## src/hdl/pmc_defines.svh

```systemverilog
// register indexes, field positions, reset values and timing constants
`ifndef PMC_DEFINES_SVH
`define PMC_DEFINES_SVH
`define PMC_IDX_IND_CFG 16'h0469
`define PMC_IDX_POL_CFG 16'h0475
`define PMC_IDX_MON_PER 16'h0480
`define PMC_IDX_MON_RUN 16'h0481
`define PMC_IDX_STATUS 16'h048F
`define PMC_BIT_POL2 10
`define PMC_BIT_VAL2 9
`define PMC_BIT_EN2 8
`define PMC_BIT_POL1 6
`define PMC_BIT_VAL1 5
`define PMC_BIT_EN1 4
`define PMC_BIT_POL0 2
`define PMC_BIT_VAL0 1
`define PMC_BIT_EN0 0
`define PMC_BIT_FPOL_VAL 13
`define PMC_BIT_FPOL_EN 12
`define PMC_BIT_PERIODIC 1
`define PMC_BIT_START 0
`define PMC_RST_POL_CFG 16'h0000
`define PMC_RST_PERIOD 4'h2
`define PMC_RST_RUN_CFG 16'h00A2
`define PMC_STEP_NS 16000000
`define PMC_CLK_NS 5
`endif

```

## src/hdl/pmc_pkg.sv

```systemverilog
// types shared by the misc configuration register block
package pmc_pkg;
  typedef enum logic {MON_IDLE, MON_PERIODIC} pmc_mon_st_t;
  typedef logic [2:0] pmc_ind_vec_t;
endpackage

```

## src/hdl/pmc_regs.sv

```systemverilog
// indicator, line polarity and monitor scheduling registers on classic wishbone
// Behaviour
// - bits 10,6,2 set polarity of indicators 2,1,0; one is active high.
// - indicator 1 and 0 polarity reset from straps; indicator 2 polarity resets zero.
// - bits 9,5,1 give forced level of each indicator; reset zero.
// - bits 8,4,0 enable forcing each indicator to its override value; reset zero.
// - bit 13 of polarity register holds forced line polarity, one reversed, reset zero.
// - bit 12 set applies bit 13 polarity to the line instead of auto detection.
// - bit 12 clear (reset) keeps automatic receive polarity correction on the line.
// - period field 3:0 counts 16 ms steps, 16 to 240 ms, reset 0010.
// - period field only times sampling in periodic operation.
// - periodic bit 1 set (reset) runs monitors repeatedly at the period.
// - periodic bit clear runs monitors once per start request made while no periodic schedule is running.
// - writing one to start bit 0 launches monitors unless the same write stops a running schedule; bit self-clears; reset zero.
`timescale 1ns/1ps
`include "pmc_defines.svh"
module pmc_regs
  import pmc_pkg::*;
#(
  parameter int unsigned STEP_NS = `PMC_STEP_NS,
  parameter int unsigned CNT_W = 22
)
(
  input wire logic clk_i,
  input wire logic rst_i,
  input wire logic wb_cyc_i,
  input wire logic wb_stb_i,
  input wire logic wb_we_i,
  input wire logic [15:0] wb_adr_i,
  input wire logic [3:0] wb_sel_i,
  input wire logic [31:0] wb_dat_i,
  output logic [31:0] wb_dat_o,
  output logic wb_ack_o,
  input wire logic strap_pol_one_i,
  input wire logic strap_pol_zero_i,
  input wire logic [2:0] led_act_i,
  input wire logic auto_pol_rev_i,
  output logic indicator_out_zero_o,
  output logic indicator_out_one_o,
  output logic indicator_out_two_o,
  output logic mdi_pol_rev_o,
  output logic auto_pol_en_o,
  output logic mon_run_o
);
  localparam int unsigned STEP_CYC_I = (STEP_NS / `PMC_CLK_NS) < 1 ? 1 : STEP_NS / `PMC_CLK_NS;
  localparam logic [CNT_W-1:0] STEP_LAST = CNT_W'(STEP_CYC_I - 1);

  pmc_ind_vec_t ind_pol_r;
  pmc_ind_vec_t ind_val_r;
  pmc_ind_vec_t ind_en_r;
  pmc_ind_vec_t ind_out_r;
  logic [15:0] pol_cfg_r;
  logic [3:0] period_r;
  logic [15:0] run_cfg_r;
  logic start_r;
  logic [1:0] strap_s1_r;
  logic [1:0] strap_s2_r;
  logic strap_done_r;
  logic ack_r;
  logic [31:0] dat_r;
  logic mdi_r;
  logic auto_en_r;
  logic run_r;
  pmc_mon_st_t mon_st_r;
  logic [CNT_W-1:0] tick_cnt_r;
  logic [3:0] step_cnt_r;
  logic acc;
  logic wr;
  logic [15:0] idx;
  logic step_tick;
  logic period_hit;

  assign acc = wb_cyc_i && wb_stb_i && !ack_r;
  assign wr = acc && wb_we_i;
  // byte address is four times the register index
  assign idx = {2'b00, wb_adr_i[15:2]};
  assign step_tick = (tick_cnt_r == STEP_LAST);
  assign period_hit = step_tick && ((step_cnt_r + 4'h1) >= period_r);

  // strap pins are asynchronous: two flops before anything looks at them
  always_ff @(posedge clk_i)
  begin
    strap_s1_r <= {strap_pol_one_i, strap_pol_zero_i};
    strap_s2_r <= strap_s1_r;
  end

  always_ff @(posedge clk_i)
  begin
    if (rst_i)
    begin
      ack_r <= 1'b0;
      dat_r <= 32'h0000_0000;
    end
    else
    begin
      ack_r <= acc;
      if (acc && !wb_we_i)
      begin
        case (idx)
          `PMC_IDX_IND_CFG: dat_r <= {21'h000000, ind_pol_r[2], ind_val_r[2], ind_en_r[2], 1'b0,
            ind_pol_r[1], ind_val_r[1], ind_en_r[1], 1'b0, ind_pol_r[0], ind_val_r[0], ind_en_r[0]};
          `PMC_IDX_POL_CFG: dat_r <= {16'h0000, pol_cfg_r};
          `PMC_IDX_MON_PER: dat_r <= {28'h0000000, period_r};
          `PMC_IDX_MON_RUN: dat_r <= {16'h0000, run_cfg_r[15:1], start_r};
          `PMC_IDX_STATUS: dat_r <= {29'h00000000, auto_en_r, mdi_r, mon_st_r == MON_PERIODIC};
          default: dat_r <= 32'h0000_0000;
        endcase
      end
    end
  end

  // indicator register; straps are caught on the first edge after reset release
  always_ff @(posedge clk_i)
  begin
    if (rst_i)
    begin
      ind_pol_r <= 3'h0;
      ind_val_r <= 3'h0;
      ind_en_r <= 3'h0;
      strap_done_r <= 1'b0;
    end
    else
    begin
      if (!strap_done_r)
      begin
        strap_done_r <= 1'b1;
        ind_pol_r[1:0] <= strap_s2_r;
      end
      else if (wr && wb_sel_i[1] && idx == `PMC_IDX_IND_CFG)
      begin
        ind_pol_r[2] <= wb_dat_i[`PMC_BIT_POL2];
        ind_val_r[2] <= wb_dat_i[`PMC_BIT_VAL2];
        ind_en_r[2] <= wb_dat_i[`PMC_BIT_EN2];
      end
      if (strap_done_r && wr && wb_sel_i[0] && idx == `PMC_IDX_IND_CFG)
      begin
        ind_pol_r[1] <= wb_dat_i[`PMC_BIT_POL1];
        ind_val_r[1] <= wb_dat_i[`PMC_BIT_VAL1];
        ind_en_r[1] <= wb_dat_i[`PMC_BIT_EN1];
        ind_pol_r[0] <= wb_dat_i[`PMC_BIT_POL0];
        ind_val_r[0] <= wb_dat_i[`PMC_BIT_VAL0];
        ind_en_r[0] <= wb_dat_i[`PMC_BIT_EN0];
      end
    end
  end

  genvar g;
  generate
    for (g = 0; g < 3; g++)
    begin : g_ind
      always_ff @(posedge clk_i)
      begin
        if (rst_i)
          ind_out_r[g] <= 1'b0;
        else if (ind_en_r[g])
          ind_out_r[g] <= ind_val_r[g];
        else
          ind_out_r[g] <= ind_pol_r[g] ? led_act_i[g] : !led_act_i[g];
      end
      chk_ind_force: assert property (@(posedge clk_i) disable iff (rst_i)
        ind_en_r[g] |=> ind_out_r[g] == $past(ind_val_r[g]))
        else $error("indicator override level not applied");
      // sampled reset keeps the release edge out: the pin still holds its reset level there
      chk_ind_polarity: assert property (@(posedge clk_i) disable iff (rst_i)
        !rst_i && !ind_en_r[g]
          |=> ind_out_r[g] == ($past(led_act_i[g]) ~^ $past(ind_pol_r[g])))
        else $error("indicator polarity not applied");
    end
  endgenerate

  // reserved bits of the polarity register are plain storage
  always_ff @(posedge clk_i)
  begin
    if (rst_i)
      pol_cfg_r <= `PMC_RST_POL_CFG;
    else if (wr && idx == `PMC_IDX_POL_CFG)
    begin
      if (wb_sel_i[0])
        pol_cfg_r[7:0] <= wb_dat_i[7:0];
      if (wb_sel_i[1])
        pol_cfg_r[15:8] <= wb_dat_i[15:8];
    end
  end

  always_ff @(posedge clk_i)
  begin
    if (rst_i)
    begin
      mdi_r <= 1'b0;
      auto_en_r <= 1'b1;
    end
    else
    begin
      auto_en_r <= !pol_cfg_r[`PMC_BIT_FPOL_EN];
      mdi_r <= pol_cfg_r[`PMC_BIT_FPOL_EN] ? pol_cfg_r[`PMC_BIT_FPOL_VAL] : auto_pol_rev_i;
    end
  end

  always_ff @(posedge clk_i)
  begin
    if (rst_i)
      period_r <= `PMC_RST_PERIOD;
    else if (wr && wb_sel_i[0] && idx == `PMC_IDX_MON_PER)
      period_r <= wb_dat_i[3:0];
  end

  always_ff @(posedge clk_i)
  begin
    if (rst_i)
    begin
      run_cfg_r <= `PMC_RST_RUN_CFG;
      start_r <= 1'b0;
    end
    else
    begin
      if (wr && idx == `PMC_IDX_MON_RUN)
      begin
        if (wb_sel_i[0])
          run_cfg_r[7:1] <= wb_dat_i[7:1];
        if (wb_sel_i[1])
          run_cfg_r[15:8] <= wb_dat_i[15:8];
      end
      // a fresh write of one wins over the self clear; a zero does nothing
      start_r <= wr && wb_sel_i[0] && idx == `PMC_IDX_MON_RUN && wb_dat_i[`PMC_BIT_START];
    end
  end

  // the period only matters while runs repeat; a code of zero never fires early
  always_ff @(posedge clk_i)
  begin
    if (rst_i)
    begin
      mon_st_r <= MON_IDLE;
      tick_cnt_r <= '0;
      step_cnt_r <= 4'h0;
      run_r <= 1'b0;
    end
    else
    begin
      run_r <= 1'b0;
      case (mon_st_r)
        MON_IDLE:
        begin
          tick_cnt_r <= '0;
          step_cnt_r <= 4'h0;
          if (start_r)
          begin
            run_r <= 1'b1;
            if (run_cfg_r[`PMC_BIT_PERIODIC])
              mon_st_r <= MON_PERIODIC;
          end
        end
        MON_PERIODIC:
        begin
          if (!run_cfg_r[`PMC_BIT_PERIODIC])
            mon_st_r <= MON_IDLE;
          else if (start_r)
          begin
            run_r <= 1'b1;
            tick_cnt_r <= '0;
            step_cnt_r <= 4'h0;
          end
          else if (step_tick)
          begin
            tick_cnt_r <= '0;
            if (period_hit)
            begin
              run_r <= 1'b1;
              step_cnt_r <= 4'h0;
            end
            else
              step_cnt_r <= step_cnt_r + 4'h1;
          end
          else
            tick_cnt_r <= tick_cnt_r + CNT_W'(1);
        end
        default: mon_st_r <= MON_IDLE;
      endcase
    end
  end

  assign wb_ack_o = ack_r;
  assign wb_dat_o = dat_r;
  assign indicator_out_zero_o = ind_out_r[0];
  assign indicator_out_one_o = ind_out_r[1];
  assign indicator_out_two_o = ind_out_r[2];
  assign mdi_pol_rev_o = mdi_r;
  assign auto_pol_en_o = auto_en_r;
  assign mon_run_o = run_r;

  chk_ack_single: assert property (@(posedge clk_i) disable iff (rst_i)
    wb_ack_o |=> !wb_ack_o)
    else $error("ack held longer than one cycle");
  chk_pol2_reset: assert property (@(posedge clk_i)
    rst_i ##1 !rst_i |-> !ind_pol_r[2] && !ind_en_r[2])
    else $error("indicator two config not reset to zero");
  chk_force_line: assert property (@(posedge clk_i) disable iff (rst_i)
    pol_cfg_r[`PMC_BIT_FPOL_EN] |=> mdi_pol_rev_o == $past(pol_cfg_r[`PMC_BIT_FPOL_VAL])
      && !auto_pol_en_o)
    else $error("forced line polarity not applied");
  chk_auto_line: assert property (@(posedge clk_i) disable iff (rst_i)
    !pol_cfg_r[`PMC_BIT_FPOL_EN] |=> mdi_pol_rev_o == $past(auto_pol_rev_i) && auto_pol_en_o)
    else $error("automatic polarity not passed through");
  chk_start_clear: assert property (@(posedge clk_i) disable iff (rst_i)
    start_r && !wr |=> !start_r)
    else $error("start bit did not self clear");
  chk_start_launch: assert property (@(posedge clk_i) disable iff (rst_i)
    start_r |=> mon_run_o)
    else $error("start did not launch a monitor run");
  chk_single_quiet: assert property (@(posedge clk_i) disable iff (rst_i)
    mon_st_r == MON_IDLE && !start_r |=> !mon_run_o)
    else $error("monitor ran without request in single mode");
  chk_period_fire: assert property (@(posedge clk_i) disable iff (rst_i)
    mon_st_r == MON_PERIODIC && run_cfg_r[`PMC_BIT_PERIODIC] && !start_r && period_hit
      |=> mon_run_o ##1 !mon_run_o)
    else $error("periodic run missing at period end");
  chk_zero_start: assert property (@(posedge clk_i) disable iff (rst_i)
    wr && idx == `PMC_IDX_MON_RUN && !wb_dat_i[`PMC_BIT_START] |=> !start_r)
    else $error("writing zero to start had an effect");
  cov_single_run: cover property (@(posedge clk_i) disable iff (rst_i)
    start_r && !run_cfg_r[`PMC_BIT_PERIODIC] ##1 mon_run_o);
  cov_periodic_run: cover property (@(posedge clk_i) disable iff (rst_i)
    mon_st_r == MON_PERIODIC && period_hit ##1 mon_run_o);
  cov_force_led: cover property (@(posedge clk_i) disable iff (rst_i)
    ind_en_r[0] && ind_val_r[0] ##1 indicator_out_zero_o);
  cov_force_line: cover property (@(posedge clk_i) disable iff (rst_i)
    pol_cfg_r[`PMC_BIT_FPOL_EN] && pol_cfg_r[`PMC_BIT_FPOL_VAL] ##1 mdi_pol_rev_o);
endmodule

```

## config.mk

```make
export PLATFORM = sky130hd
export DESIGN_NAME = pmc_regs
export DESIGN_NICKNAME = d
export VERILOG_FILES = /design/src/hdl/pmc_pkg.sv /design/src/hdl/pmc_regs.sv
export VERILOG_INCLUDE_DIRS = /design/src /design/src/hdl
export SDC_FILE = /design/constraint.sdc
export NUM_CORES = 1
export LEC_CHECK = 0
export ABC_AREA = 1
export BUFFER_PORTS_ARGS = -buffer_cell sky130_fd_sc_hd__buf_2
export CAP_MARGIN = 20
export CORE_MARGIN = 10
export CORE_UTILIZATION = 59
export CTS_BUF_LIST = sky130_fd_sc_hd__clkbuf_8 sky130_fd_sc_hd__clkbuf_16
export DETAILED_ROUTE_END_ITERATION = 7
export PLACE_DENSITY_LB_ADDON = 0.15
export SKIP_LAST_GASP = 1
export SYNTH_ARGS = -nofsm -noshare
export SYNTH_HDL_FRONTEND = slang
export SYNTH_SLANG_ARGS = --single-unit
```

## constraint.sdc

```tcl
create_clock -name clk_i -period 3.9 [get_ports clk_i]
set_clock_uncertainty 0.15 [all_clocks]
set_input_delay 0.585 -clock clk_i [delete_from_list [all_inputs] [get_ports clk_i]]
set_output_delay 0.585 -clock clk_i [all_outputs]
set_load 0.01 [all_outputs]
```

# Word-level counts from Yosys, hierarchy flattened
# Index checks and enable logic that the tools add are counted.
# W data, S select, Z words.
[op_classes]
div_mod_pow = 0
multipliers = 0
bitwise_logic = 1
n_shift = 0
eq_ne = 9
n_reduce_logical = 28
n_lt_le_gt_ge = 1
n_mux = 29
add_sub_neg = 2
[op_table]
columns = ["operator", "n"]
rows = [
  ["$pmux W16 S5", 1],
  ["$eq A14 B11 Y1 const B", 5],
  ["$mux W22", 3],
  ["$pmux W22 S2", 1],
  ["$add A22 B1 Y22 const B", 1],
  ["$eq A22 B22 Y1 const B", 1],
  ["$logic_and A1 B1 Y1", 16],
  ["$mux W4", 4],
  ["$mux W1", 15],
  ["$reduce_and A2 Y1", 6],
  ["$pmux W4 S2", 1],
  ["$logic_not A1 Y1", 6],
  ["$add A4 B1 Y4 const B", 1],
  ["$ge A4 B4 Y1", 1],
  ["$mux W2", 2],
  ["$pmux W1 S2", 2],
  ["$ne A3 B2 Y1 const B", 1],
  ["$ne A2 B1 Y1 const B", 1],
  ["$ne A2 B2 Y1 const B", 1],
  ["$not A1 Y1", 1],
]
[word_totals]
ramBits = 0
n_memories = 0
in_bits = 63
mem_bits_ro = 0
reg_bits = 116
latch_bits = 0

# Longest topological paths before layout
[depth]
word_depth = 8
mapped_depth = 11

# Worst setup path after synthesis
# No wires, ideal clock.
[synth_timing]
path_type = "input to register"
startpoint = "in wb_adr_i[11]"
endpoint = "reg pol_cfg_r[14]"
required_ns = 3.635
path_slack_ns = 2.116
t_arrival_ns = 1.519
cell_stages = 9
cell_sequence = "nor2_1 nand3_2 inv_2 nand2_4 clkinv_4 nand2_4 buf_6 o21ai_2 a21oi_2"
[synth_between]
elab_chain_cells = 3
[synth_lines]
columns = ["item", "line_no", "source"]
rows = [
  ["start, declared", "pmc_regs.sv:29", "input wire logic [15:0] wb_adr_i,"],
  ["$eq A14 B11 Y1", "n/a", ""],
  ["$logic_and A1 B1 Y1 (no source line)", "n/a", ""],
  ["$reduce_and A2 Y1 (no source line)", "n/a", ""],
  ["end signal, assigned", "pmc_regs.sv:175", "pol_cfg_r <= `PMC_RST_POL_CFG;"],
  ["end signal, assigned", "pmc_regs.sv:181", "pol_cfg_r[15:8] <= wb_dat_i[15:8];"],
  ["end, declared", "pmc_regs.sv:52", "logic [15:0] pol_cfg_r;"],
]
# No other way between the ends.
# A chain may end at the register's enable or synchronous reset.

# Worst setup path after layout
[layout_timing]
startpoint = "in wb_adr_i[15]"
endpoint = "reg pol_cfg_r[6]"
# The elaborated chain is that of the path after synthesis.

==> results_dict.tcl <==
set metrics [dict create \
    path_clk_slew_ns 0.11 \
    cts_buffer_depth 2 \
    tightest_slew_ns 0.733 \
    synth_top_area_share_pct 40.5 \
    cts_tree "done" \
    path_buf_inv 3 \
    antenna_found_initial 0 \
    gp_congestion 0.931 \
    numPlacedInstances 839 \
    yosys.area.top_type "dfxtp_1" \
    ys_top_cells_by_area "dfxtp_1 (41%), nand2_1 (9.4%), nand3_1 (7.5%)" \
    status "finished, final reports clean" \
    grt_pass1_wl_mm 19.6 \
    critPathMostFrequentCell "nor2_1" \
    dp_hpwl_mm 8.70 \
    clock.fmax_mhz 450 \
    drive_above_1_share_pct 16.3 \
    grtUsageTotal_pct 18.4 \
    setup_violations 0 \
    cp_max_fo 32 \
    diodes 0 \
    fp.dieArea_sq_um 12400 \
    rsz0062_at_grt "no" \
    cts_max_level 3 \
    fin_nets 814 \
    synthArstFlopShare_pct 0 \
    cts_buffers 9 \
    period_share_pct 57.0 \
    arrival_ns 2.35 \
    grt_max_degree 54 \
    drt_drc_violations_left 0 \
    ir_worst_vdd_mv 0.230 \
    worstPathCellList "buf_2, nor2_1, nand3_2, inv_2, nand2_4, nor2_4, inv_1, nor2_1, nor2_1" \
    hp-start "strap_pol_one_i" \
    root_buffer "clkbuf_8" \
    viasPerCell 5.20 \
    cts_resized 0 \
    insertion_delay_ns 0.38 \
    num_io_pins 102 \
    powerDensity_nw_per_um2 332 \
    maxCapViolCount 0 \
    crit_start "wb_adr_i[15]" \
    syn_to_final_growth_pct 9.52 \
    synth-edff-count 0 \
    num_vias 4448 \
    post_cts_buffers 0 \
    critPathTopFamily "simple AND/OR/NAND/NOR gates" \
    syn_inst 690 \
    grt_pass1_vias 4468 \
    reg2reg_from "tick_cnt_r[0]" \
    drtIter0Drc 277 \
    crit_required_ns 4.03 \
    clock_sinks 100 \
    netlist_top_cells_count "nand2_1 (124), dfxtp_1 (100), nor2_1 (89), inv_1 (79), nand3_1 (74)" \
    yosysMostFrequentCell "nand2_1" \
    overflow 0 \
    stdcell_count 855 \
    setup.worst_path.start_class "input port" \
    hold_viol_final 0 \
    drt_pass1_iterations 5 \
    finalCriticalPeriod_ns 2.22 \
    worst_path_max_delay_cell "inv_2" \
    cp-end-kind "register" \
    synthFlopType "dfxtp_1" \
    ant_nets 0 \
    reg2reg_setup_slack_ns 1.73 \
    start_util_pct 60.4 \
    synth_area_sq_um 4940 \
    portBuffers 65 \
    synth_cell_type_count 36 \
    wl_per_cell_microns 13.5 \
    ys_ff_latch 100 \
    syn_area_per_cell_sq_um 7.16 \
    drv_slew 0 \
    rows 33 \
    die_x_microns 112 \
    postCtsHoldBufs 0 \
    ys_seq_area_share_pct 40.5 \
    worstHoldPathType "input port to register" \
    cp_slowest_stage_delay_ns 0.49 \
    core_area_sq_um 8180 \
    fp.dieH_microns 112 \
    ys_warn_count 0 \
    p_leak_nw 2.33 \
    setup_tns_ns 0 \
    maxSlewHeadroom_pct 51.0 \
    drt_wl_total_mm 11.5 \
    worstSetupPathType "input port to register" \
]
[report_power, final]
part	switching [mW]	leakage [nW]	internal [mW]	total, mW
Clock	0.395	0.103	0.269	0.664
Combinational	0.0636	1.42	0.0333	0.0970
Sequential	0.00505	0.809	1.03	1.03
[worst paths after layout]
kind,end,cells past startpoint
max,pol_cfg_r[6],9
min,strap_s1_r[1],1
max reg2reg,tick_cnt_r[13],8
min reg2reg,strap_s2_r[0],0
[area by class of cell]
| cell class | count | area (sq um) |
|---|---|---|
| clock buffers | 10 | 138 |
| clock inverters | 6 | 62.6 |
| fillers | 762 | 2770 |
| inverters | 84 | 320 |
| multi-input cells | 483 | 2420 |
| flip-flops and latches | 100 | 2000 |
| well taps | 105 | 131 |
| repair buffers | 67 | 340 |
[kinds of logic (layout without fill, tap and decap cells)]
| kind of cell | Yosys count | after routing | synth area share [%] |
|---|---|---|---|
| DFF | 100 | 100 | 40.5 |
| buffers and inverters | 122 | 167 | 11.7 |
| adders and majority gates | 6 | 6 | 1.52 |
| and+or+nand+nor | 334 | 334 | 31.4 |
| AOI/OAI and AO/OA | 114 | 114 | 12.4 |
| xor gates and xnor gates | 13 | 13 | 2.30 |
| other | 1 | 16 | 0.0759 |
[routing by layer]
layer  track usage, %  share of wire, %  vias up
met5                0                 0        -
met4             6.43               1.7        0
met3             5.42               5.9       23
met2             33.5                51      122
met1             19.8                42     2017
li1                 -                 -     2286
[registers in the layout, summed over array words and instances, names as in the netlist]
signal,count
ind_val_r,3
indicator_out_one_o,1
strap_s1_r,2
run_cfg_r,15
strap_done_r,1
auto_pol_en_o,1
indicator_out_zero_o,1
pol_cfg_r,16
ind_en_r,3
wb_dat_o,16
indicator_out_two_o,1
wb_ack_o,1
step_cnt_r,4
tick_cnt_r,22
mon_run_o,1
start_r,1
strap_s2_r,2
mdi_pol_rev_o,1
ind_pol_r,3
period_r,4
mon_st_r,1
[per-stage QoR]
| stage | worst slack, ns | utilization [%] | total power, mW | instance area, sq um | hold slack [ns] |
|---|---|---|---|---|---|
| after floorplan | 2.12 | - | 1.12 | 5000 | 0.160 |
| after global placement | 1.39 | 63.7 | 1.15 | 5210 | 0.165 |
| after detailed placement | 1.33 | 63.7 | 1.15 | 5210 | 0.168 |
| after CTS | 1.69 | 66.2 | 1.81 | 5410 | 0.135 |
| after global routing | 1.53 | 66.2 | 1.87 | 5410 | 0.126 |
| final | 1.68 | 66.2 | 1.79 | 5410 | 0.149 |
[cell usage in the layout, fill, tap and decap left out, drive strengths merged]
master,count
ha,6
o211ai,2
clkinv,3
xor2,5
nand2,132
inv,87
o21ai,54
buf,67
nor3b,1
nand3b,1
nor2,102
dfxtp,100
and2,1
clkbuf,10
nor3,13
nand3,76
conb,16
a21o,1
nand4,8
a21oi,57
xnor2,8
Power figures use the tool's default switching activity.
